### src/include/tpg_pkg.sv
package tpg_pkg;

	// ----------------------------------------
	// widths and reset values
	// ----------------------------------------
	localparam int              CNT_W      = 32;
	localparam int              NUM_W      = 3;
	localparam int              HANDLE_W   = 8;
	localparam logic [7:0]      HANDLE_RST = 8'h00;
	localparam logic [CNT_W-1:0] CNT_ONE   = 32'h0000_0001;

	// ----------------------------------------
	// trigger line types
	// ----------------------------------------
	localparam logic [2:0] LINE_EXT     = 3'h0;
	localparam logic [2:0] LINE_SYNC    = 3'h1;
	localparam logic [2:0] LINE_ISO_IN  = 3'h2;
	localparam logic [2:0] LINE_ISO_OUT = 3'h3;
	localparam logic [2:0] LINE_STATUS  = 3'h4;

	// ----------------------------------------
	// status event codes
	// ----------------------------------------
	localparam logic [4:0] EV_ACQ_DONE    = 5'h08;
	localparam logic [4:0] EV_FRAME_START = 5'h09;
	localparam logic [4:0] EV_FRAME_DONE  = 5'h0a;
	localparam logic [4:0] EV_ACQ_RUN     = 5'h0f;
	localparam logic [4:0] EV_IMMEDIATE   = 5'h10;
	localparam logic [4:0] EV_HSYNC       = 5'h12;
	localparam logic [4:0] EV_VSYNC       = 5'h13;

	// ----------------------------------------
	// polarity and units
	// ----------------------------------------
	localparam logic EDGE_RISE  = 1'b0;
	localparam logic UNIT_TIME  = 1'b0;

	// ----------------------------------------
	// types
	// ----------------------------------------
	typedef enum logic [1:0] {
		MODE_TRAIN  = 2'b00,
		MODE_SINGLE = 2'b01,
		MODE_REARM  = 2'b10,
		MODE_STOP   = 2'b11
	} tpg_mode_t;

	typedef enum logic [1:0] {
		ST_IDLE  = 2'b00,
		ST_ARMED = 2'b01,
		ST_DELAY = 2'b10,
		ST_WIDTH = 2'b11
	} tpg_state_t;

	typedef struct packed {
		tpg_mode_t           mode;
		logic                stim_pol;
		logic [2:0]          stim_type;
		logic [NUM_W-1:0]    stim_num;
		logic [4:0]          status_ev;
		logic [2:0]          dst_type;
		logic [NUM_W-1:0]    dst_num;
		logic                pulse_pol;
		logic                units;
		logic [CNT_W-1:0]    delay;
		logic [CNT_W-1:0]    width;
		logic [HANDLE_W-1:0] handle;
	} tpg_cfg_t;

	typedef struct packed {
		logic acq_run;
		logic acq_done;
		logic hsync;
		logic vsync;
		logic frame_start;
		logic frame_done;
	} tpg_status_t;

	typedef struct packed {
		logic                ack;
		logic                err_exhaust;
		logic                err_param;
		logic                err_handle;
		logic [HANDLE_W-1:0] handle;
	} tpg_resp_t;

endpackage

### src/design/tpg_top.sv
// Notes on behaviour
// - polarity 0 means rising stimulus edge asserts, 1 means falling edge asserts.
// - train mode starts an endless pulse train on first assertion edge.
// - single mode emits one pulse on the first edge, ignores later edges.
// - rearmed mode emits one whole pulse per assertion edge; edges during a pulse are held as at most one more pulse.
// - mode 3 halts the addressed generator, output back to inactive level.
// - stop names the generator by its handle; each configuration gets a fresh one.
// - after start, first phase lasts the programmed delay.
// - second phase lasts the programmed width, then pulse ends or train repeats.
// - second phase at pulse polarity, first phase at opposite level.
// - encoder units: delay or width of 0 still lasts one count.
// - output type 0 external, 1 sync bus, 3 isolated out; number picks line.
// - stimulus type 0 external, 1 sync bus, 2 isolated in, 4 status event.
// - status 15 asserts at acquisition start, 8 at acquisition finish.
// - status 18 asserts at camera line sync.
// - status 19 asserts at frame sync; refused during line scan.
// - status 9 asserts at frame start, 10 at frame end.
// - status 16 counts as asserted at once.
// - stimulus line number selects the line within the chosen type.
// - fixed generator count shared with camera control; overflow reports exhaustion.
`timescale 1ns/1ps
`default_nettype none

module tpg_top #(
	parameter int NUM_GEN   = 2,
	parameter int NUM_LINES = 8
) (
	input  wire logic                 clk_i,
	input  wire logic                 rst_i,
	input  wire logic                 cfg_valid_i,
	input  wire tpg_pkg::tpg_cfg_t    cfg_i,
	input  wire logic                 line_scan_i,
	input  wire logic [NUM_GEN-1:0]   cam_reserved_i,
	input  wire logic                 enc_tick_i,
	input  wire tpg_pkg::tpg_status_t status_i,
	input  wire logic [NUM_LINES-1:0] ext_in_i,
	input  wire logic [NUM_LINES-1:0] sync_in_i,
	input  wire logic [NUM_LINES-1:0] iso_in_i,
	output tpg_pkg::tpg_resp_t        resp_o,
	output logic [NUM_GEN-1:0]        busy_o,
	output logic [NUM_LINES-1:0]      ext_out_o,
	output logic [NUM_LINES-1:0]      ext_oe_o,
	output logic [NUM_LINES-1:0]      sync_out_o,
	output logic [NUM_LINES-1:0]      sync_oe_o,
	output logic [NUM_LINES-1:0]      iso_out_o
);

	// ----------------------------------------
	// elaboration checks
	// ----------------------------------------
	if (!(NUM_GEN == 2 || NUM_GEN == 3 || NUM_GEN == 6)) begin : g_bad_gen
		$error("generator count must be 2, 3 or 6");
	end
	if (NUM_LINES < 1 || NUM_LINES > (1 << tpg_pkg::NUM_W)) begin : g_bad_lines
		$error("line count out of range");
	end

	// ----------------------------------------
	// request decode
	// ----------------------------------------
	logic [NUM_GEN-1:0]           busy_q;
	logic [tpg_pkg::HANDLE_W-1:0] hdl_q [NUM_GEN];
	logic [tpg_pkg::HANDLE_W-1:0] next_hdl_q;
	tpg_pkg::tpg_resp_t           resp_q;
	logic [NUM_GEN-1:0]           free;
	logic [NUM_GEN-1:0]           hit;
	logic [NUM_GEN-1:0]           pick;
	logic [NUM_GEN-1:0]           load;
	logic [NUM_GEN-1:0]           stop;

	wire is_stop  = cfg_i.mode == tpg_pkg::MODE_STOP;
	wire stim_ok  = cfg_i.stim_type == tpg_pkg::LINE_EXT
		|| cfg_i.stim_type == tpg_pkg::LINE_SYNC
		|| cfg_i.stim_type == tpg_pkg::LINE_ISO_IN
		|| cfg_i.stim_type == tpg_pkg::LINE_STATUS;
	wire ev_known = cfg_i.status_ev == tpg_pkg::EV_ACQ_RUN
		|| cfg_i.status_ev == tpg_pkg::EV_ACQ_DONE
		|| cfg_i.status_ev == tpg_pkg::EV_HSYNC
		|| cfg_i.status_ev == tpg_pkg::EV_VSYNC
		|| cfg_i.status_ev == tpg_pkg::EV_FRAME_START
		|| cfg_i.status_ev == tpg_pkg::EV_FRAME_DONE
		|| cfg_i.status_ev == tpg_pkg::EV_IMMEDIATE;
	// frame sync has no meaning for a line scan camera
	wire vs_bad   = cfg_i.status_ev == tpg_pkg::EV_VSYNC && line_scan_i;
	wire ev_ok    = cfg_i.stim_type != tpg_pkg::LINE_STATUS || (ev_known && !vs_bad);
	wire dst_ok   = cfg_i.dst_type == tpg_pkg::LINE_EXT
		|| cfg_i.dst_type == tpg_pkg::LINE_SYNC
		|| cfg_i.dst_type == tpg_pkg::LINE_ISO_OUT;
	wire num_ok   = 32'(cfg_i.stim_num) < NUM_LINES && 32'(cfg_i.dst_num) < NUM_LINES;
	wire param_ok = stim_ok && ev_ok && dst_ok && num_ok;
	wire cfg_req  = cfg_valid_i && !is_stop && param_ok;
	wire stop_req = cfg_valid_i && is_stop;
	wire any_free = |free;
	wire any_hit  = |hit;

	// lowest free generator wins
	always_comb begin
		pick = '0;
		for (int g = NUM_GEN - 1; g >= 0; g--) begin
			free[g] = !busy_q[g] && !cam_reserved_i[g];
			hit[g]  = busy_q[g] && hdl_q[g] == cfg_i.handle;
			if (free[g]) begin
				pick = '0;
				pick[g] = 1'b1;
			end
		end
	end

	assign load = cfg_req ? pick : '0;
	assign stop = stop_req ? hit : '0;

	// ----------------------------------------
	// answer to software
	// ----------------------------------------
	always_ff @(posedge clk_i) begin
		if (rst_i) begin
			resp_q     <= '0;
			next_hdl_q <= tpg_pkg::HANDLE_RST;
		end else begin
			resp_q.ack         <= cfg_valid_i;
			resp_q.err_exhaust <= cfg_req && !any_free;
			resp_q.err_param   <= cfg_valid_i && !is_stop && !param_ok;
			resp_q.err_handle  <= stop_req && !any_hit;
			// handle holds between requests so software can read it late
			if (cfg_valid_i) begin
				resp_q.handle <= stop_req ? cfg_i.handle : next_hdl_q;
			end
			if (cfg_req && any_free) begin
				next_hdl_q <= next_hdl_q + 8'h01;
			end
		end
	end

	// ----------------------------------------
	// generators
	// ----------------------------------------
	logic [NUM_GEN-1:0]       lvl_q;
	logic [NUM_GEN-1:0]       drv_q;
	logic [2:0]               dty [NUM_GEN];
	logic [tpg_pkg::NUM_W-1:0] dnum [NUM_GEN];

	for (genvar g = 0; g < NUM_GEN; g++) begin : g_gen
		tpg_pkg::tpg_cfg_t    cfg_q;
		tpg_pkg::tpg_state_t  st_q;
		logic [tpg_pkg::CNT_W-1:0] cnt_q;
		logic                 prev_q;
		logic                 skip_q;
		logic                 pend_q;
		logic                 ev_lvl;

		always_comb begin
			case (cfg_q.status_ev)
				tpg_pkg::EV_ACQ_RUN:     ev_lvl = status_i.acq_run;
				tpg_pkg::EV_ACQ_DONE:    ev_lvl = status_i.acq_done;
				tpg_pkg::EV_HSYNC:       ev_lvl = status_i.hsync;
				tpg_pkg::EV_VSYNC:       ev_lvl = status_i.vsync;
				tpg_pkg::EV_FRAME_START: ev_lvl = status_i.frame_start;
				tpg_pkg::EV_FRAME_DONE:  ev_lvl = status_i.frame_done;
				default:                 ev_lvl = 1'b0;
			endcase
		end

		// line selection by type then number
		wire stim_lvl =
			cfg_q.stim_type == tpg_pkg::LINE_EXT  ? ext_in_i[cfg_q.stim_num] :
			cfg_q.stim_type == tpg_pkg::LINE_SYNC ? sync_in_i[cfg_q.stim_num] :
			cfg_q.stim_type == tpg_pkg::LINE_ISO_IN ? iso_in_i[cfg_q.stim_num] :
			ev_lvl;
		wire immed  = cfg_q.stim_type == tpg_pkg::LINE_STATUS
			&& cfg_q.status_ev == tpg_pkg::EV_IMMEDIATE;
		wire rise   = stim_lvl && !prev_q;
		wire fall   = !stim_lvl && prev_q;
		wire edge_s = immed
			|| (!skip_q && (cfg_q.stim_pol == tpg_pkg::EDGE_RISE ? rise : fall));
		wire tick   = cfg_q.units == tpg_pkg::UNIT_TIME || enc_tick_i;
		wire last   = tick && cnt_q <= tpg_pkg::CNT_ONE;
		// a zero length still takes one tick
		wire [tpg_pkg::CNT_W-1:0] dly_len =
			cfg_q.delay == '0 ? tpg_pkg::CNT_ONE : cfg_q.delay;
		wire [tpg_pkg::CNT_W-1:0] wid_len =
			cfg_q.width == '0 ? tpg_pkg::CNT_ONE : cfg_q.width;
		wire in_pulse = st_q == tpg_pkg::ST_DELAY || st_q == tpg_pkg::ST_WIDTH;
		wire rearm    = cfg_q.mode == tpg_pkg::MODE_REARM;
		// an edge during a pulse is held, the consume beats a set in the same cycle
		wire more     = pend_q || (rearm && edge_s);
		wire w_end    = st_q == tpg_pkg::ST_WIDTH && last;

		assign dty[g]  = cfg_q.dst_type;
		assign dnum[g] = cfg_q.dst_num;

		always_ff @(posedge clk_i) begin
			if (rst_i) begin
				cfg_q     <= '0;
				st_q      <= tpg_pkg::ST_IDLE;
				cnt_q     <= '0;
				prev_q    <= 1'b0;
				skip_q    <= 1'b0;
				pend_q    <= 1'b0;
				busy_q[g] <= 1'b0;
				hdl_q[g]  <= tpg_pkg::HANDLE_RST;
				lvl_q[g]  <= 1'b0;
				drv_q[g]  <= 1'b0;
			end else begin
				prev_q <= stim_lvl;
				skip_q <= load[g];
				pend_q <= rearm && in_pulse && !w_end && more;
				if (load[g]) begin
					cfg_q     <= cfg_i;
					st_q      <= tpg_pkg::ST_ARMED;
					busy_q[g] <= 1'b1;
					hdl_q[g]  <= next_hdl_q;
					lvl_q[g]  <= !cfg_i.pulse_pol;
					drv_q[g]  <= 1'b1;
				end else if (stop[g]) begin
					st_q      <= tpg_pkg::ST_IDLE;
					busy_q[g] <= 1'b0;
					lvl_q[g]  <= !cfg_q.pulse_pol;
				end else begin
					case (st_q)
						tpg_pkg::ST_ARMED: begin
							if (edge_s) begin
								st_q  <= tpg_pkg::ST_DELAY;
								cnt_q <= dly_len;
							end
						end
						tpg_pkg::ST_DELAY: begin
							if (last) begin
								st_q     <= tpg_pkg::ST_WIDTH;
								cnt_q    <= wid_len;
								lvl_q[g] <= cfg_q.pulse_pol;
							end else if (tick) begin
								cnt_q <= cnt_q - tpg_pkg::CNT_ONE;
							end
						end
						tpg_pkg::ST_WIDTH: begin
							if (last) begin
								lvl_q[g] <= !cfg_q.pulse_pol;
								cnt_q    <= dly_len;
								case (cfg_q.mode)
									tpg_pkg::MODE_TRAIN: st_q <= tpg_pkg::ST_DELAY;
									tpg_pkg::MODE_REARM:
										st_q <= more ? tpg_pkg::ST_DELAY : tpg_pkg::ST_ARMED;
									default: begin
										st_q      <= tpg_pkg::ST_IDLE;
										busy_q[g] <= 1'b0;
									end
								endcase
							end else if (tick) begin
								cnt_q <= cnt_q - tpg_pkg::CNT_ONE;
							end
						end
						default: st_q <= tpg_pkg::ST_IDLE;
					endcase
				end
			end
		end
	end

	// ----------------------------------------
	// output line drive
	// ----------------------------------------
	logic [NUM_LINES-1:0] ext_d;
	logic [NUM_LINES-1:0] ext_oe_d;
	logic [NUM_LINES-1:0] sync_d;
	logic [NUM_LINES-1:0] sync_oe_d;
	logic [NUM_LINES-1:0] iso_d;
	logic [NUM_LINES-1:0] ext_q;
	logic [NUM_LINES-1:0] ext_oe_q;
	logic [NUM_LINES-1:0] sync_q;
	logic [NUM_LINES-1:0] sync_oe_q;
	logic [NUM_LINES-1:0] iso_q;

	// two generators on one line simply OR together
	always_comb begin
		ext_d     = '0;
		ext_oe_d  = '0;
		sync_d    = '0;
		sync_oe_d = '0;
		iso_d     = '0;
		for (int g = 0; g < NUM_GEN; g++) begin
			for (int l = 0; l < NUM_LINES; l++) begin
				if (drv_q[g] && 32'(dnum[g]) == l) begin
					if (dty[g] == tpg_pkg::LINE_EXT) begin
						ext_d[l]    = ext_d[l] | lvl_q[g];
						ext_oe_d[l] = 1'b1;
					end
					if (dty[g] == tpg_pkg::LINE_SYNC) begin
						sync_d[l]    = sync_d[l] | lvl_q[g];
						sync_oe_d[l] = 1'b1;
					end
					if (dty[g] == tpg_pkg::LINE_ISO_OUT) begin
						iso_d[l] = iso_d[l] | lvl_q[g];
					end
				end
			end
		end
	end

	always_ff @(posedge clk_i) begin
		if (rst_i) begin
			ext_q     <= '0;
			ext_oe_q  <= '0;
			sync_q    <= '0;
			sync_oe_q <= '0;
			iso_q     <= '0;
		end else begin
			ext_q     <= ext_d;
			ext_oe_q  <= ext_oe_d;
			sync_q    <= sync_d;
			sync_oe_q <= sync_oe_d;
			iso_q     <= iso_d;
		end
	end

	assign resp_o     = resp_q;
	assign busy_o     = busy_q;
	assign ext_out_o  = ext_q;
	assign ext_oe_o   = ext_oe_q;
	assign sync_out_o = sync_q;
	assign sync_oe_o  = sync_oe_q;
	assign iso_out_o  = iso_q;

endmodule

`default_nettype wire

### config.mk
export PLATFORM = sky130hd
export DESIGN_NAME = tpg_top
export DESIGN_NICKNAME = d
export VERILOG_FILES = /design/src/include/tpg_pkg.sv /design/src/design/tpg_top.sv
export SDC_FILE = /design/constraint.sdc
export NUM_CORES = 1
export LEC_CHECK = 0
export ABC_AREA = 0
export BUFFER_PORTS_ARGS = -buffer_cell sky130_fd_sc_hd__clkbuf_2
export CAP_MARGIN = 25
export CORE_UTILIZATION = 45
export CTS_CLUSTER_SIZE = 8
export DETAILED_ROUTE_END_ITERATION = 7
export PLACE_DENSITY = 0.62
export SYNTH_ARGS = -nofsm -noshare
export SYNTH_HDL_FRONTEND = slang
export SYNTH_SLANG_ARGS = --single-unit
export TNS_END_PERCENT = 10
### constraint.sdc
create_clock -name clk_i -period 8.1 [get_ports clk_i]
set_input_delay 1.215 -clock clk_i [delete_from_list [all_inputs] [get_ports clk_i]]
set_output_delay 1.215 -clock clk_i [all_outputs]
set_load 0.01 [all_outputs]
[Yosys cells after proc, flatten, opt, wreduce, memory -nomap -nowiden]
Memories as Yosys holds them, arrays and structs flattened.
Cells that the tools add are included.
Widths: inputs -> output; s select.
Storage, ports and cells
  RAM bits: 16
  register bits after elaboration: 312
  word-level logic and storage cells: 508
  memories: 1
Memories
  hdl_q: words 2, width 8, read ports 2, clocked after memory_dff 0, write ports 2, RTL line tpg_top.sv:62  | logic [tpg_pkg::HANDLE_W-1:0] hdl_q [NUM_GEN];
Operators by class
  bitwise operators: 32
  reductions and logical operators: 129
  mux-type cells: 212
  add/subtract/negate cells: 3
  eq/ne operators: 76
  order comparisons: 4
Operators by type and width (count)
  $mux 32: 12
  $pmux 32 s3: 2
  $mux 1: 169
  $logic_not 32->1: 4
  $le 32x1->1 const B: 2
  $sub 32x1->32 const B: 2
  $eq 5x4->1 const B: 12
  $logic_and 1x1->1: 51
  $eq 5x5->1 const B: 9
  $eq 3x3->1 const B: 11
  $eq 3x2->1 const B: 10
  $or 1x1->1: 26
  $eq 3x1->1 const B: 8
  $logic_not 3->1: 8
  $mux 2: 12
  $mux 8: 3
  $ne 4x4->1 const B: 6
  $reduce_and 3->1: 8
  $logic_not 1->1: 20
  $logic_or 1x1->1: 20
  $bmux 1 s3: 6
  $reduce_bool 3->1: 6
  $eq 8x8->1: 2
  $eq 2x2->1 const B: 7
  other kinds (16): 40

[Logic depth before layout (Yosys ltp)]
Gate-level depths: netlist of run 1.
  word-level depth: 18
  depth in mapped cells: 12
  mapped depth without buffers: 10

[Worst setup path before layout of run 1]
No wires, ideal clock.
  path type: in2reg
  start point: input port cfg_i[82] (netlist bit)
  end point: register g_gen[0].cnt_q[21] (netlist bit)
  data required time: 7966 ps
  stages on the path: 8
  path buffers: 1
  setup slack: 4213 ps
  arrival: 3753 ps
  cells stage by stage: nor3b_1 -> a32oi_1 -> a221o_1 -> a2111oi_1 -> nor2_1 -> nand2_1 -> clkbuf_1 -> o31ai_1
On the way
  word-level cells in the longest chain between the ends: 15
RTL lines
  start, declared: RTL line tpg_top.sv:31  | input wire tpg_pkg::tpg_cfg_t cfg_i,
  $eq 5x4->1, on equally long branches: RTL line tpg_top.sv:76, tpg_top.sv:77
  $logic_or 1x1->1: RTL line tpg_top.sv:77  | || cfg_i.status_ev == tpg_pkg::EV_ACQ_DONE
  $logic_or 1x1->1: RTL line tpg_top.sv:78  | || cfg_i.status_ev == tpg_pkg::EV_HSYNC
  $logic_or 1x1->1: RTL line tpg_top.sv:79  | || cfg_i.status_ev == tpg_pkg::EV_VSYNC
  $logic_or 1x1->1: RTL line tpg_top.sv:80  | || cfg_i.status_ev == tpg_pkg::EV_FRAME_START
  $logic_or 1x1->1: RTL line tpg_top.sv:81  | || cfg_i.status_ev == tpg_pkg::EV_FRAME_DONE
  $logic_or 1x1->1: RTL line tpg_top.sv:82  | || cfg_i.status_ev == tpg_pkg::EV_IMMEDIATE;
  $logic_and 1x1->1 (*): RTL line tpg_top.sv:85  | wire ev_ok = cfg_i.stim_type != tpg_pkg::LINE_STATUS || (ev_known && !vs_bad);
  $logic_or 1x1->1 (*): RTL line tpg_top.sv:85
  $logic_and 1x1->1 (*) (2 in a row): RTL line tpg_top.sv:90  | wire param_ok = stim_ok && ev_ok && dst_ok && num_ok;
  $logic_and 1x1->1 (*): RTL line tpg_top.sv:91  | wire cfg_req = cfg_valid_i && !is_stop && param_ok;
  $mux 2 (*): RTL line tpg_top.sv:109  | assign load = cfg_req ? pick : '0;
  $not 1->1 (no source line) (*)
  $reduce_and 4->1 (no source line) (*)
  end signal, assigned: RTL line tpg_top.sv:223  | cnt_q <= dly_len;
  end signal, assigned: RTL line tpg_top.sv:229  | cnt_q <= wid_len;
  end signal, assigned: RTL line tpg_top.sv:232  | cnt_q <= cnt_q - tpg_pkg::CNT_ONE;
  end, declared: RTL line tpg_top.sv:145  | logic [tpg_pkg::CNT_W-1:0] cnt_q;
Mark *: on every way between the ends. The rest lies on a longest branch, timed or not.
A chain may end at the register's enable or synchronous reset.

[Final worst setup path of run 1]
  start point: input port cfg_i[82] (netlist bit)
  end point: register g_gen[0].cnt_q[22] (netlist bit)
Same word-level chain as after synthesis.

==> out/results.ini, run 1 <==
[route]
wire_per_inst_um=20.3
drt_iter0_markers=1250
remaining_drc_errors=0
vias=15092
antenna_left=0
dr.pass1.iters=6
wirelength_mm=50.3
avgViaCountPerCell=6.09

[timing]
worst_pin_slew_ns=1.05
slew_viol_final=0
setup_viol=0
finalCritPeriodShare_pct=51.5
hold_ws_ns=0.462
rsz0062_at_grt=false
fin_setup_tns_ns=0
fin_crit_ns=4.17
finalClockSkew_ns=0.0249
timing.slew.headroom_pct=29.4
fmax_mhz=240
hold_viol=0

[grt]
grt_pass1_wl_mm=79.2
grt_max_degree=153
grt_use_total_pct=28.0
gr-usage-met1_pct=37.8
gr-total-overflow=0
grt_pass1_vias=14047
grt.met3_usage_pct=3.61
grt_util_met2_pct=46.8
grt-busiest-layer=met2
grt_antenna_before_repair=0

[clock_network]
clkLatencyLatePin_ns=0.54
cts_resized=0
cts.root.buffer_cell=clkbuf_16
cts_buffer_depth=3
post_cts.repair.setup_buffers=0
cts-htree-levels=2
ctsHoldBuffers=0
cts_buffers=46
cts.sinks=328
clkTransAtPathRegs_ns=0.06
cts_tree=done

[finish]
drive_above_1_share_pct=14.8
diodes=0
multi_input_area_um2=8190
seqCellArea_um2=6730
fin_nets=2162
fill_cells=3297
syn_to_final_growth_pct=15.1
final_area_um2=17900

[floorplan]
chipHeight_um=188
std_cell_rows=67
start_util_pct=46.1
pin_count=185
die-area_um2=35200
core_um2=33700
fp.dieW_um=188

[yosys]
seq_area_frac_synth_pct=43.3
synth.distinct_cells=79
synth_edf_count=16
synth-seq-cells=328
yosys_warnings=0
ys_dominant_reg_cell=dfxtp_1
syn_inst=1921
postSynthAreaPerCell_um2=8.08
syn_area_um2=15500
synth_nets=2057
ys_async_sr_fraction_pct=0

[worst_setup_path]
critical-path-top-delay-family=compound AO/OA/AOI/OAI gates
crit_type=in -> reg
path_cells=clkbuf_2 > nor3b_1 > a32oi_1 > a221o_1 > a2111oi_2 > buf_4 > nor2_2 > nand2_1 > mux2_2
max_stage_delay_ns=0.82
crit_path_end_kind=register
startpoint_type=input pin
required_ns=8.53
cp_max_fo=47
cp.arrival_ns=4.60
slowest_stage=a2111oi_2
crit_buf_inv=2

[pwr]
pwr-share-clk_pct=46.2
p_switching_w=0.000900
switching_share_pct=24.2
power.leakage_nw=6.57
vdd_drop_max_v=0.000124
power_frac_comb_pct=9.0
p_int_w=0.00282
seqPwrFrac_pct=44.8
power.density_nw_per_um2=208

[flow_run]
maxCapViolations=0

[place]
port_buffers=184
dpl-instance-area_um2=16600
place.gp.congestion=0.949
dpl.hpwl_mm=35.7

[outcome]
status=completed

[min_path]
hold_class=reg -> reg

power groups by stage:
stage / logic [W] / registers, W / clock network, W
after global routing: 0.000364 / 0.00167 / 0.00181
after floorplan: 0.000211 / 0.00169 / 0
after CTS: 0.000328 / 0.00167 / 0.00175
after global placement: 0.000324 / 0.00170 / 0
after detailed placement: 0.000327 / 0.00170 / 0
final: 0.000334 / 0.00167 / 0.00172
tightest hold or removal path, stage by stage, from the launching register on:
cell and delay, ns:
dfxtp_1 0.31, nand2_1 0.05, a21oi_1 0.05
placed cells by master, fill, tap and decap left out, types with 17 or more instances in the layout:
| cell | Yosys | routed |
|---|---|---|
| a21oi_1 | 211 | 211 |
| xnor2_1 | 34 | 34 |
| nand2_1 | 414 | 413 |
| clkbuf_2 | 0 | 183 |
| a22oi_1 | 53 | 53 |
| o211ai_1 | 19 | 19 |
| nand2b_1 | 21 | 21 |
| dfxtp_1 | 312 | 312 |
| a221oi_1 | 40 | 40 |
| nand4_1 | 17 | 17 |
| and3_1 | 28 | 28 |
| o21ai_0 | 39 | 39 |
| xor2_1 | 19 | 19 |
| buf_4 | 3 | 18 |
| nor3_1 | 39 | 39 |
| o31ai_1 | 18 | 17 |
| nor2_1 | 146 | 145 |
| a311oi_1 | 26 | 26 |
| nand3_1 | 24 | 24 |
| or3_1 | 20 | 20 |
| inv_1 | 22 | 22 |
| nor4_1 | 64 | 63 |
| clkbuf_16 | 0 | 49 |
synth_stat cells (8+ instances only):
master	n	share of area, %
nand2_1	414	10
dfxtp_1	312	40
a21oi_1	211	6.8
nor2_1	146	3.5
clkbuf_1	130	3.1
nor4_1	64	2.6
a22oi_1	53	2.6
a221oi_1	40	2.3
nor3_1	39	1.3
o21ai_0	39	1.3
xnor2_1	34	1.9
and3_1	28	1.1
a311oi_1	26	1.5
nand3_1	24	0.77
inv_1	22	0.53
nand2b_1	21	0.85
or3_1	20	0.81
o211ai_1	19	0.92
xor2_1	19	1.1
o31ai_1	18	0.87
nand4_1	17	0.69
edfxtp_1	16	3.1
mux4_2	12	1.7
mux2i_1	10	0.64
nor2b_1	10	0.40
a31o_2	9	0.51
and2_1	9	0.36
or2_2	9	0.36
or4_1	9	0.44
a211oi_1	8	0.39
flip-flops by register name, indices dropped and copies added, names as in the netlist, 8 cells and up:
signal	cells
iso_out_o	8
ext_out_o	8
ext_oe_o	8
next_hdl_q	8
sync_oe_o	8
hdl_q	16
g_gen.cfg_q	160
sync_out_o	8
g_gen.cnt_q	64
resp_o	12
path summary, 6_finish.rpt:
check	start	to	slack, ns	cells after the start
worst max-delay path	cfg_i[82]	g_gen[0].cnt_q[22]	3.93	9
worst min-delay path	dnum[5]	dnum[5]	0.46	2
worst max register to register	g_gen[1].cnt_q[11]	g_gen[1].cnt_q[29]	4.14	9
worst min register to register	dnum[5]	dnum[5]	0.46	2
metrics by stage:
| stage | instances | utilization, % | total power (W) | worst slack, ns |
|---|---|---|---|---|
| floorplan | 1921 | - | 0.00190 | 4.21 |
| global placement | 2426 | 49.3 | 0.00202 | 3.56 |
| detailed placement | 2426 | 49.3 | 0.00203 | 3.45 |
| CTS | 2479 | 53.0 | 0.00374 | 4.00 |
| global route | 2479 | 53.0 | 0.00385 | 3.65 |
| finish | 2479 | 53.0 | 0.00372 | 3.93 |
routing by layer:
layer	wire length (um)	part of all wire, %
met2	23900	48
met5	0	0
met4	1110	2.2
met3	3470	6.9
met1	21800	43
cell type report:
class | count | share of cell area, %
Timing Repair Buffer | 202 | 5.97
Clock buffer | 53 | 6.95
Inverter | 23 | 0.483
Multi-Input combinational cell | 1425 | 45.8
Sequential cell | 328 | 37.6
Tap cell | 448 | 3.14
cell families after synthesis:
| kind of cell | Yosys count | synth area share, % |
|---|---|---|
| flops | 328 | 43.3 |
| mux | 24 | 2.53 |
| compound gates | 502 | 21.6 |
| fa+ha+maj | 5 | 0.403 |
| xor+xnor | 53 | 2.99 |
| simple gates | 841 | 25.0 |
| buf+inv | 168 | 4.18 |
No activity file was read; power rests on OpenSTA's default activity.
==> run 2, diff against run 1 <==
ABC_AREA = 1   (was 0)
clock period = 4.3 ns   (was 8.1 ns; I/O delays follow)
==> run 2 against run 1 <==
Net effect:
- sequential cell count is the same
- first-iteration DRC count grew 8.1%
- combinational power grew to 14 times the previous value
- sequential power grew 100%
- synthesized cell count grew 21%
- setup slack lost 2.8 ns
- via count grew 8.5%
- clock skew shrank 0.0085 ns
- sequential share of layout area shrank 1.9 points
- largest power group is now combinational cells
- highest routed layer unchanged
==> out/results.ini, run 2 <==
[yosys]
seq_area_frac_synth_pct=41.3  ; was 43.3%
yosys.cell_count.top_type=inv_1  ; was nand2_1
synth_common_cells=397 x inv_1, 395 x nand2_1, 312 x dfxtp_1  ; was 414 x nand2_1, 312 x dfxtp_1, 211 x a21oi_1
synth-seq-cells=328  ; unchanged
synth.distinct_cells=55  ; was 79
synth_top_area_share_pct=38.3  ; was 40.2%
synth_area_leaders=dfxtp_1 38%, inv_1 9.1%, nand2_1 9.1%, o22ai_1 6.6%, nor2_1 5.9%  ; was dfxtp_1 40%, nand2_1 10%, a21oi_1 6.8%, nor2_1 3.5%, clkbuf_1 3.1%
synth_nets=2457  ; was 2,057
postSynthAreaPerCell_um2=7.02  ; was 8.08 um^2
syn_inst=2321  ; was 1,921
ys_dominant_reg_cell=dfxtp_1  ; unchanged
ys_async_sr_fraction_pct=0  ; unchanged
syn_area_um2=16300  ; was 15,500 um^2
synth_edf_count=16  ; unchanged
yosys_warnings=0  ; unchanged
synth_top_cell_by_area=dfxtp_1  ; unchanged

[finish]
syn_to_final_growth_pct=15.6  ; was 15.1%
final_common_cell=inv_1  ; was nand2_1
drive_above_1_share_pct=13.7  ; was 14.8%
final_cell_mix=394 x inv_1, 393 x nand2_1, 312 x dfxtp_1  ; was 413 x nand2_1, 312 x dfxtp_1, 211 x a21oi_1
instances_no_fill=2958  ; was 2,479
largest_reg_flops=160  ; unchanged
diodes=0  ; unchanged
regMostFlops=g_gen.cfg_q  ; unchanged
fill_cells=3523  ; was 3,297
fin_nets=2626  ; was 2,162
top_regs=g_gen.cfg_q x160, g_gen.cnt_q x64, hdl_q x16  ; unchanged

[grt]
grt_max_degree=92  ; was 153
grt_pass1_wl_mm=85.5  ; was 79.2 mm
grt_antenna_before_repair=0  ; unchanged
grt_use_total_pct=29.8  ; was 28.0%
gr-total-overflow=0  ; unchanged
grt_pass1_vias=15562  ; was 14,047

[route]
dr.pass1.iters=5  ; was 6
antenna_left=0  ; unchanged
drt_iter0_markers=1351  ; was 1,250
avgViaCountPerCell=5.54  ; was 6.09
wirelength_mm=55.1  ; was 50.3 mm
remaining_drc_errors=0  ; unchanged
wire_per_inst_um=18.6  ; was 20.3 um
vias=16382  ; was 15,092

[place]
port_buffers=184  ; unchanged
dpl.hpwl_mm=41.1  ; was 35.7 mm
place.gp.congestion=0.960  ; was 0.949
numPlacedInstances=2900  ; was 2,426

[floorplan]
core_um2=35600  ; was 33,700 um^2
start_util_pct=45.8  ; was 46.1%
die-area_um2=37000  ; was 35,200 um^2
fp.dieW_um=192  ; was 188 um
pin_count=185  ; unchanged
std_cell_rows=69  ; was 67
chipHeight_um=192  ; was 188 um

[timing]
fmax_mhz=317
slew_viol_final=0  ; unchanged
setup_viol=0  ; unchanged
timing.slew.headroom_pct=31.4  ; was 29.4%
finalClockSkew_ns=0.0164  ; was 0.0249 ns
hold_viol=0  ; unchanged
fin_setup_tns_ns=0  ; unchanged
hold_ws_ns=0.362  ; was 0.462 ns
worst_pin_slew_ns=1.02  ; was 1.05 ns
rsz0062_at_grt=false  ; unchanged
fin_crit_ns=3.15
finalCritPeriodShare_pct=73.4

[clock_network]
cts_buffer_depth=3  ; unchanged
cts-htree-levels=2  ; unchanged
post_cts.repair.setup_buffers=0  ; unchanged
cts_tree=done  ; unchanged
cts_buffers=47  ; was 46
ctsHoldBuffers=0  ; unchanged
clkLatencyLatePin_ns=0.56  ; was 0.54 ns
clkTransAtPathRegs_ns=0.05  ; was 0.06 ns
cts_resized=0  ; unchanged
cts.sinks=328  ; unchanged
cts.root.buffer_cell=clkbuf_16  ; unchanged

[worst_setup_path]
cp_max_fo=37  ; was 47
crit_type=reg -> reg  ; was in -> reg
max_stage_delay_ns=0.76  ; was 0.82 ns
cp.arrival_ns=3.59  ; was 4.60 ns
crit_top_cell=nand2_2
crit_path_end_kind=register  ; unchanged
startpoint_type=register  ; was input pin
slowest_stage=dfxtp_1  ; was a2111oi_2
required_ns=4.73  ; was 8.53 ns
path_cells=inv_1 > nor2_1 > o21ai_0 > o21ai_1 > nand3_1 > nand2_1 > nand2_1 > nand3_2 > nand2_2 > nand2_2 > nand2_2 > nand2_4 > clkinv_4 > o21ai_0 > nor2_1  ; was clkbuf_2 > nor3b_1 > a32oi_1 > a221o_1 > a2111oi_2 > buf_4 > nor2_2 > nand2_1 > mux2_2

[flow_run]
maxCapViolations=0  ; unchanged

[pwr]
finalPower_w=0.0114  ; was 0.00372 W
power.density_nw_per_um2=605  ; was 208 nW/um^2
vdd_drop_max_v=0.000798  ; was 0.000124 V
power.leakage_nw=8.37  ; was 6.57 nW

[outcome]
status=completed  ; unchanged

[min_path]
hold_class=in -> reg  ; was reg -> reg

-- run 2: cell count changes after synthesis, sizes merged, moves of 40 or more --
cell	before	now
clkbuf	130	39
o22ai	1	178
nor3	39	80
inv	23	405
nor4	65	21
o21ai	42	122
nand3	24	122
a21oi	211	126
a221oi	40	0
nor2	147	281
a22oi	53	1
-- run 2: area by class of cell --
class                   instances  area, um^2  share of cell area [%]
clock buffers                  54        1220                    6.49
clock inverters                 2        38.8                   0.206
multi-input cells            1503        7640                    40.6
repair buffers                204        1090                    5.78
inverters                     406        1530                    8.15
flip-flops and latches        328        6730                    35.7
well taps                     461         577                    3.06
-- run 2: worst paths after layout --
path,start,end,slack (ns),cells past startpoint
max reg2reg,g_gen[1].cfg_q[85],g_gen[1].cnt_q[18],1.15,15
max,g_gen[1].cfg_q[85],g_gen[1].cnt_q[18],1.15,15
min,cfg_i[35],g_gen[1].cfg_q[35],0.36,3
min reg2reg,drv_q[1],drv_q[1],0.47,2
-- run 2: logic make-up after synthesis --
| family | Yosys count | synth area share (%) |
|---|---|---|
| AND/OR/NAND/NOR | 977 | 26.9 |
| AO/OA/AOI/OAI | 500 | 18.4 |
| buffers and inverters | 490 | 11.9 |
| flip-flops | 328 | 41.3 |
| XOR/XNOR | 21 | 1.13 |
| adder cells (fa/ha/maj) | 5 | 0.384 |
-- run 2: routing by layer --
layer	up-vias	wire, um	track usage, %
met5	-	0	0
met4	0	2280	12.6
met3	119	3340	3.36
met2	632	25000	48.3
met1	7607	24500	40.1
li1	8024	-	-
-- run 2: where the power goes --
part / internal, W / switching (W) / total, W
combinational: 0.00143 / 0.00323 / 0.00466
clock: 0.00202 / 0.00130 / 0.00332
sequential: 0.00322 / 0.000191 / 0.00341
-- run 2: critical path: cells and delay by family (launching register included) --
| kind | cells | cell delay, ns |
|---|---|---|
| buffers and inverters | 2 | 0.53 |
| AO/OA/AOI/OAI | 3 | 0.53 |
| flip-flops | 1 | 0.76 |
| AND/OR/NAND/NOR | 10 | 1.20 |
-- run 2: stage by stage --
stage               util [%]  setup WS, ns  cell area, um^2
floorplan                  -          1.95            16300
global placement        49.3          1.11            17500
detailed placement      49.4          1.05            17600
CTS                     52.9          1.14            18800
global route            52.9         0.770            18800
finish                  52.9          1.15            18800
==> run 3, diff against run 2 <==
PLACE_DENSITY = 0.64   (was 0.62)
clock period = 2.7 ns   (was 4.3 ns; I/O delays follow)
==> run 3 against run 2 <==
Net effect:
- combinational power increased by 68%
- critical path depth decreased by 1
- clock power increased by 58%
- worst hold slack got worse by 0.24 ns
- core utilization increased by 0.72 points
- power increased by 62%
- cell count increased by 0.95%
- sequential share of layout area decreased by 0.48 points
- fmax increased by 27%
- sequential power increased by 58%
- clock-buffer cell count decreased by 1
- first-iteration DRC count increased by 12%
- highest routed layer is now met5
==> out/results.ini, run 3 (synthesized netlist as in run 2, its figures left out) <==
[clock_network]
ctsHoldBuffers=0  ; unchanged
cts_resized=0  ; unchanged
clkLatencyLatePin_ns=0.56  ; about the same
clkTransAtPathRegs_ns=0.05  ; about the same
cts.root.buffer_cell=clkbuf_16  ; unchanged
cts_buffer_depth=3  ; unchanged
cts-htree-levels=2  ; unchanged
cts.sinks=328  ; unchanged
post_cts.repair.setup_buffers=0  ; unchanged
cts_buffers=47  ; unchanged
cts_tree=done  ; unchanged

[pwr]
power_frac_comb_pct=42.5  ; was 40.9%
power.density_nw_per_um2=969  ; was 605 nW/um^2
p_int_w=0.0108  ; was 0.00667 W
seqPwrFrac_pct=29.2  ; was 29.9%
p_switching_w=0.00768  ; was 0.00472 W
vdd_drop_max_v=0.000931  ; was 0.000798 V
pwr-share-clk_pct=28.3  ; was 29.2%
power.leakage_nw=8.52  ; was 8.37 nW
switching_share_pct=41.5  ; was 41.4%

[timing]
slew_viol_final=0  ; unchanged
finalClockSkew_ns=0.0127  ; was 0.0164 ns
timing.slew.headroom_pct=35.5  ; was 31.4%
fin_crit_ns=2.48  ; was 3.15 ns
fin_setup_tns_ns=0  ; unchanged
hold_viol=0  ; unchanged
setup_viol=0  ; unchanged
fmax_mhz=403  ; was 317 MHz
worst_pin_slew_ns=0.960  ; was 1.02 ns
finalCritPeriodShare_pct=91.9  ; was 73.4%
rsz0062_at_grt=false  ; unchanged

[floorplan]
die-area_um2=37000  ; unchanged
start_util_pct=45.8  ; unchanged
core_um2=35600  ; unchanged
fp.dieW_um=192  ; unchanged
pin_count=185  ; unchanged
std_cell_rows=69  ; unchanged
chipHeight_um=192  ; unchanged

[min_path]
hold_class=in -> reg  ; unchanged
worstHoldStart=cfg_i[87]  ; was cfg_i[35]
whs_path_depth=3  ; unchanged
hold_end=g_gen[0].cfg_q[87]  ; was g_gen[1].cfg_q[35]

[route]
antenna_left=0  ; unchanged
vias=16509  ; was 16,382
wirelength_mm=53.9  ; was 55.1 mm
avgViaCountPerCell=5.53  ; was 5.54
wire_per_inst_um=18.0  ; was 18.6 um
drt_iter0_markers=1518  ; was 1,351
dr.pass1.iters=7  ; was 5
remaining_drc_errors=0  ; unchanged

[worst_setup_path]
path_cells=inv_1 > ha_1 > o21ai_0 > nor4_4 > nand2_4 > nor2_4 > nand2_2 > inv_2 > nand2_2 > nor2_1 > nor3_1 > nand2_1 > nand2_1 > a21oi_1  ; was inv_1 > nor2_1 > o21ai_0 > o21ai_1 > nand3_1 > nand2_1 > nand2_1 > nand3_2 > nand2_2 > nand2_2 > nand2_2 > nand2_4 > clkinv_4 > o21ai_0 > nor2_1
cp.arrival_ns=2.97  ; was 3.59 ns
cp_max_fo=12  ; was 37
crit_buf_inv=2  ; unchanged
critical-path-top-delay-family=simple AND/OR/NAND/NOR gates  ; unchanged
rr_worst_depth=14  ; was 15
crit_type=reg -> reg  ; unchanged
rrSetupSlack_ns=0.22  ; was 1.15 ns
max_stage_delay_ns=0.34  ; was 0.76 ns
reg2reg_to=g_gen[0].cnt_q[8]  ; was g_gen[1].cnt_q[18]
required_ns=3.19  ; was 4.73 ns
crit_path_end_kind=register  ; unchanged
slowest_stage=dfxtp_1  ; unchanged
startpoint_type=register  ; unchanged
worstReg2RegStart=g_gen[0].cnt_q[0]  ; was g_gen[1].cfg_q[85]

[grt]
grt_antenna_before_repair=1  ; was 0
grt_pass1_wl_mm=82.1  ; was 85.5 mm
grt_max_degree=66  ; was 92
grt_use_total_pct=28.5  ; was 29.8%
grt_pass1_vias=15302  ; was 15,562
gr-total-overflow=0  ; unchanged

[place]
place.gp.congestion=0.956  ; was 0.960
port_buffers=184  ; unchanged
dpl.hpwl_mm=40.8  ; was 41.1 mm
numPlacedInstances=2930  ; was 2,900

[finish]
syn_to_final_growth_pct=17.1  ; was 15.6%
instances_no_fill=2986  ; was 2,958
diodes=0  ; unchanged
final_common_cell=inv_1  ; unchanged
final_cell_mix=394 x inv_1, 393 x nand2_1, 312 x dfxtp_1  ; unchanged
drive_above_1_share_pct=14.7  ; was 13.7%
top_regs=g_gen.cfg_q x160, g_gen.cnt_q x64, hdl_q x16  ; unchanged
regMostFlops=g_gen.cfg_q  ; unchanged
largest_reg_flops=160  ; unchanged
final_util_pct=53.7  ; was 52.9%
fin_nets=2654  ; was 2,626

[outcome]
status=completed  ; unchanged

[flow_run]
maxCapViolations=0  ; unchanged

## run 3: how the worst max path moves through the flow
stage	depth (start not counted)	end	startpoint
after floorplan	11	hdl_q[0][0]	cfg_i[81]
after global placement	14	g_gen[0].cfg_q[15]	cfg_i[81]
after detailed placement	14	g_gen[0].cfg_q[13]	cfg_i[81]
after CTS	14	g_gen[0].cnt_q[8]	g_gen[0].cnt_q[0]
after global routing	15	g_gen[1].cnt_q[18]	g_gen[1].cfg_q[85]
final	14	g_gen[0].cnt_q[8]	g_gen[0].cnt_q[0]
## run 3: per-layer routing
layer	vias up	global-route usage [%]	part of all wire, %
li1	8070	-	-
met1	7614	37.2	43
met2	709	47.8	46
met3	114	4.07	7.6
met4	2	9.90	3.1
met5	-	0	0.024
## run 3: through the flow
| step | hold slack, ns | total power [W] | cell area, um^2 | setup slack, ns |
|---|---|---|---|---|
| final | 0.127 | 0.0185 | 19100 | 0.218 |
| after global routing | 0.133 | 0.0195 | 19100 | 0.00277 |
| after CTS | 0.108 | 0.0183 | 19100 | 0.251 |
| after detailed placement | 0.458 | 0.0131 | 17800 | 0.234 |
| after global placement | 0.452 | 0.0130 | 17800 | 0.261 |
| after floorplan | 0.444 | 0.0108 | 16300 | 0.586 |
## run 3: worst register-to-register path: cells and delay by family, from the launching register on
family | cells | cell delay, ns
fa+ha+maj | 1 | 0.28
buf+inv | 2 | 0.20
compound gates | 2 | 0.29
flops | 1 | 0.34
simple gates | 9 | 1.31
## run 3: layout make-up
cell class,instances,area [um^2]
clock buffers,53,1230
clock inverters,3,33.8
fillers,3508,16500
inverters,406,1530
multi-input cells,1503,7640
flip-flops and latches,328,6730
well taps,461,577
repair buffers,232,1340
## run 3: power groups by stage
stage | logic [W] | registers [W] | clock network (W)
6_report | 0.00785 | 0.00540 | 0.00524
5_1_grt | 0.00862 | 0.00543 | 0.00549
4_1_cts | 0.00765 | 0.00539 | 0.00531
3_5_place_dp | 0.00762 | 0.00548 | 0
3_3_place_gp | 0.00754 | 0.00548 | 0
2_1_floorplan | 0.00541 | 0.00539 | 0
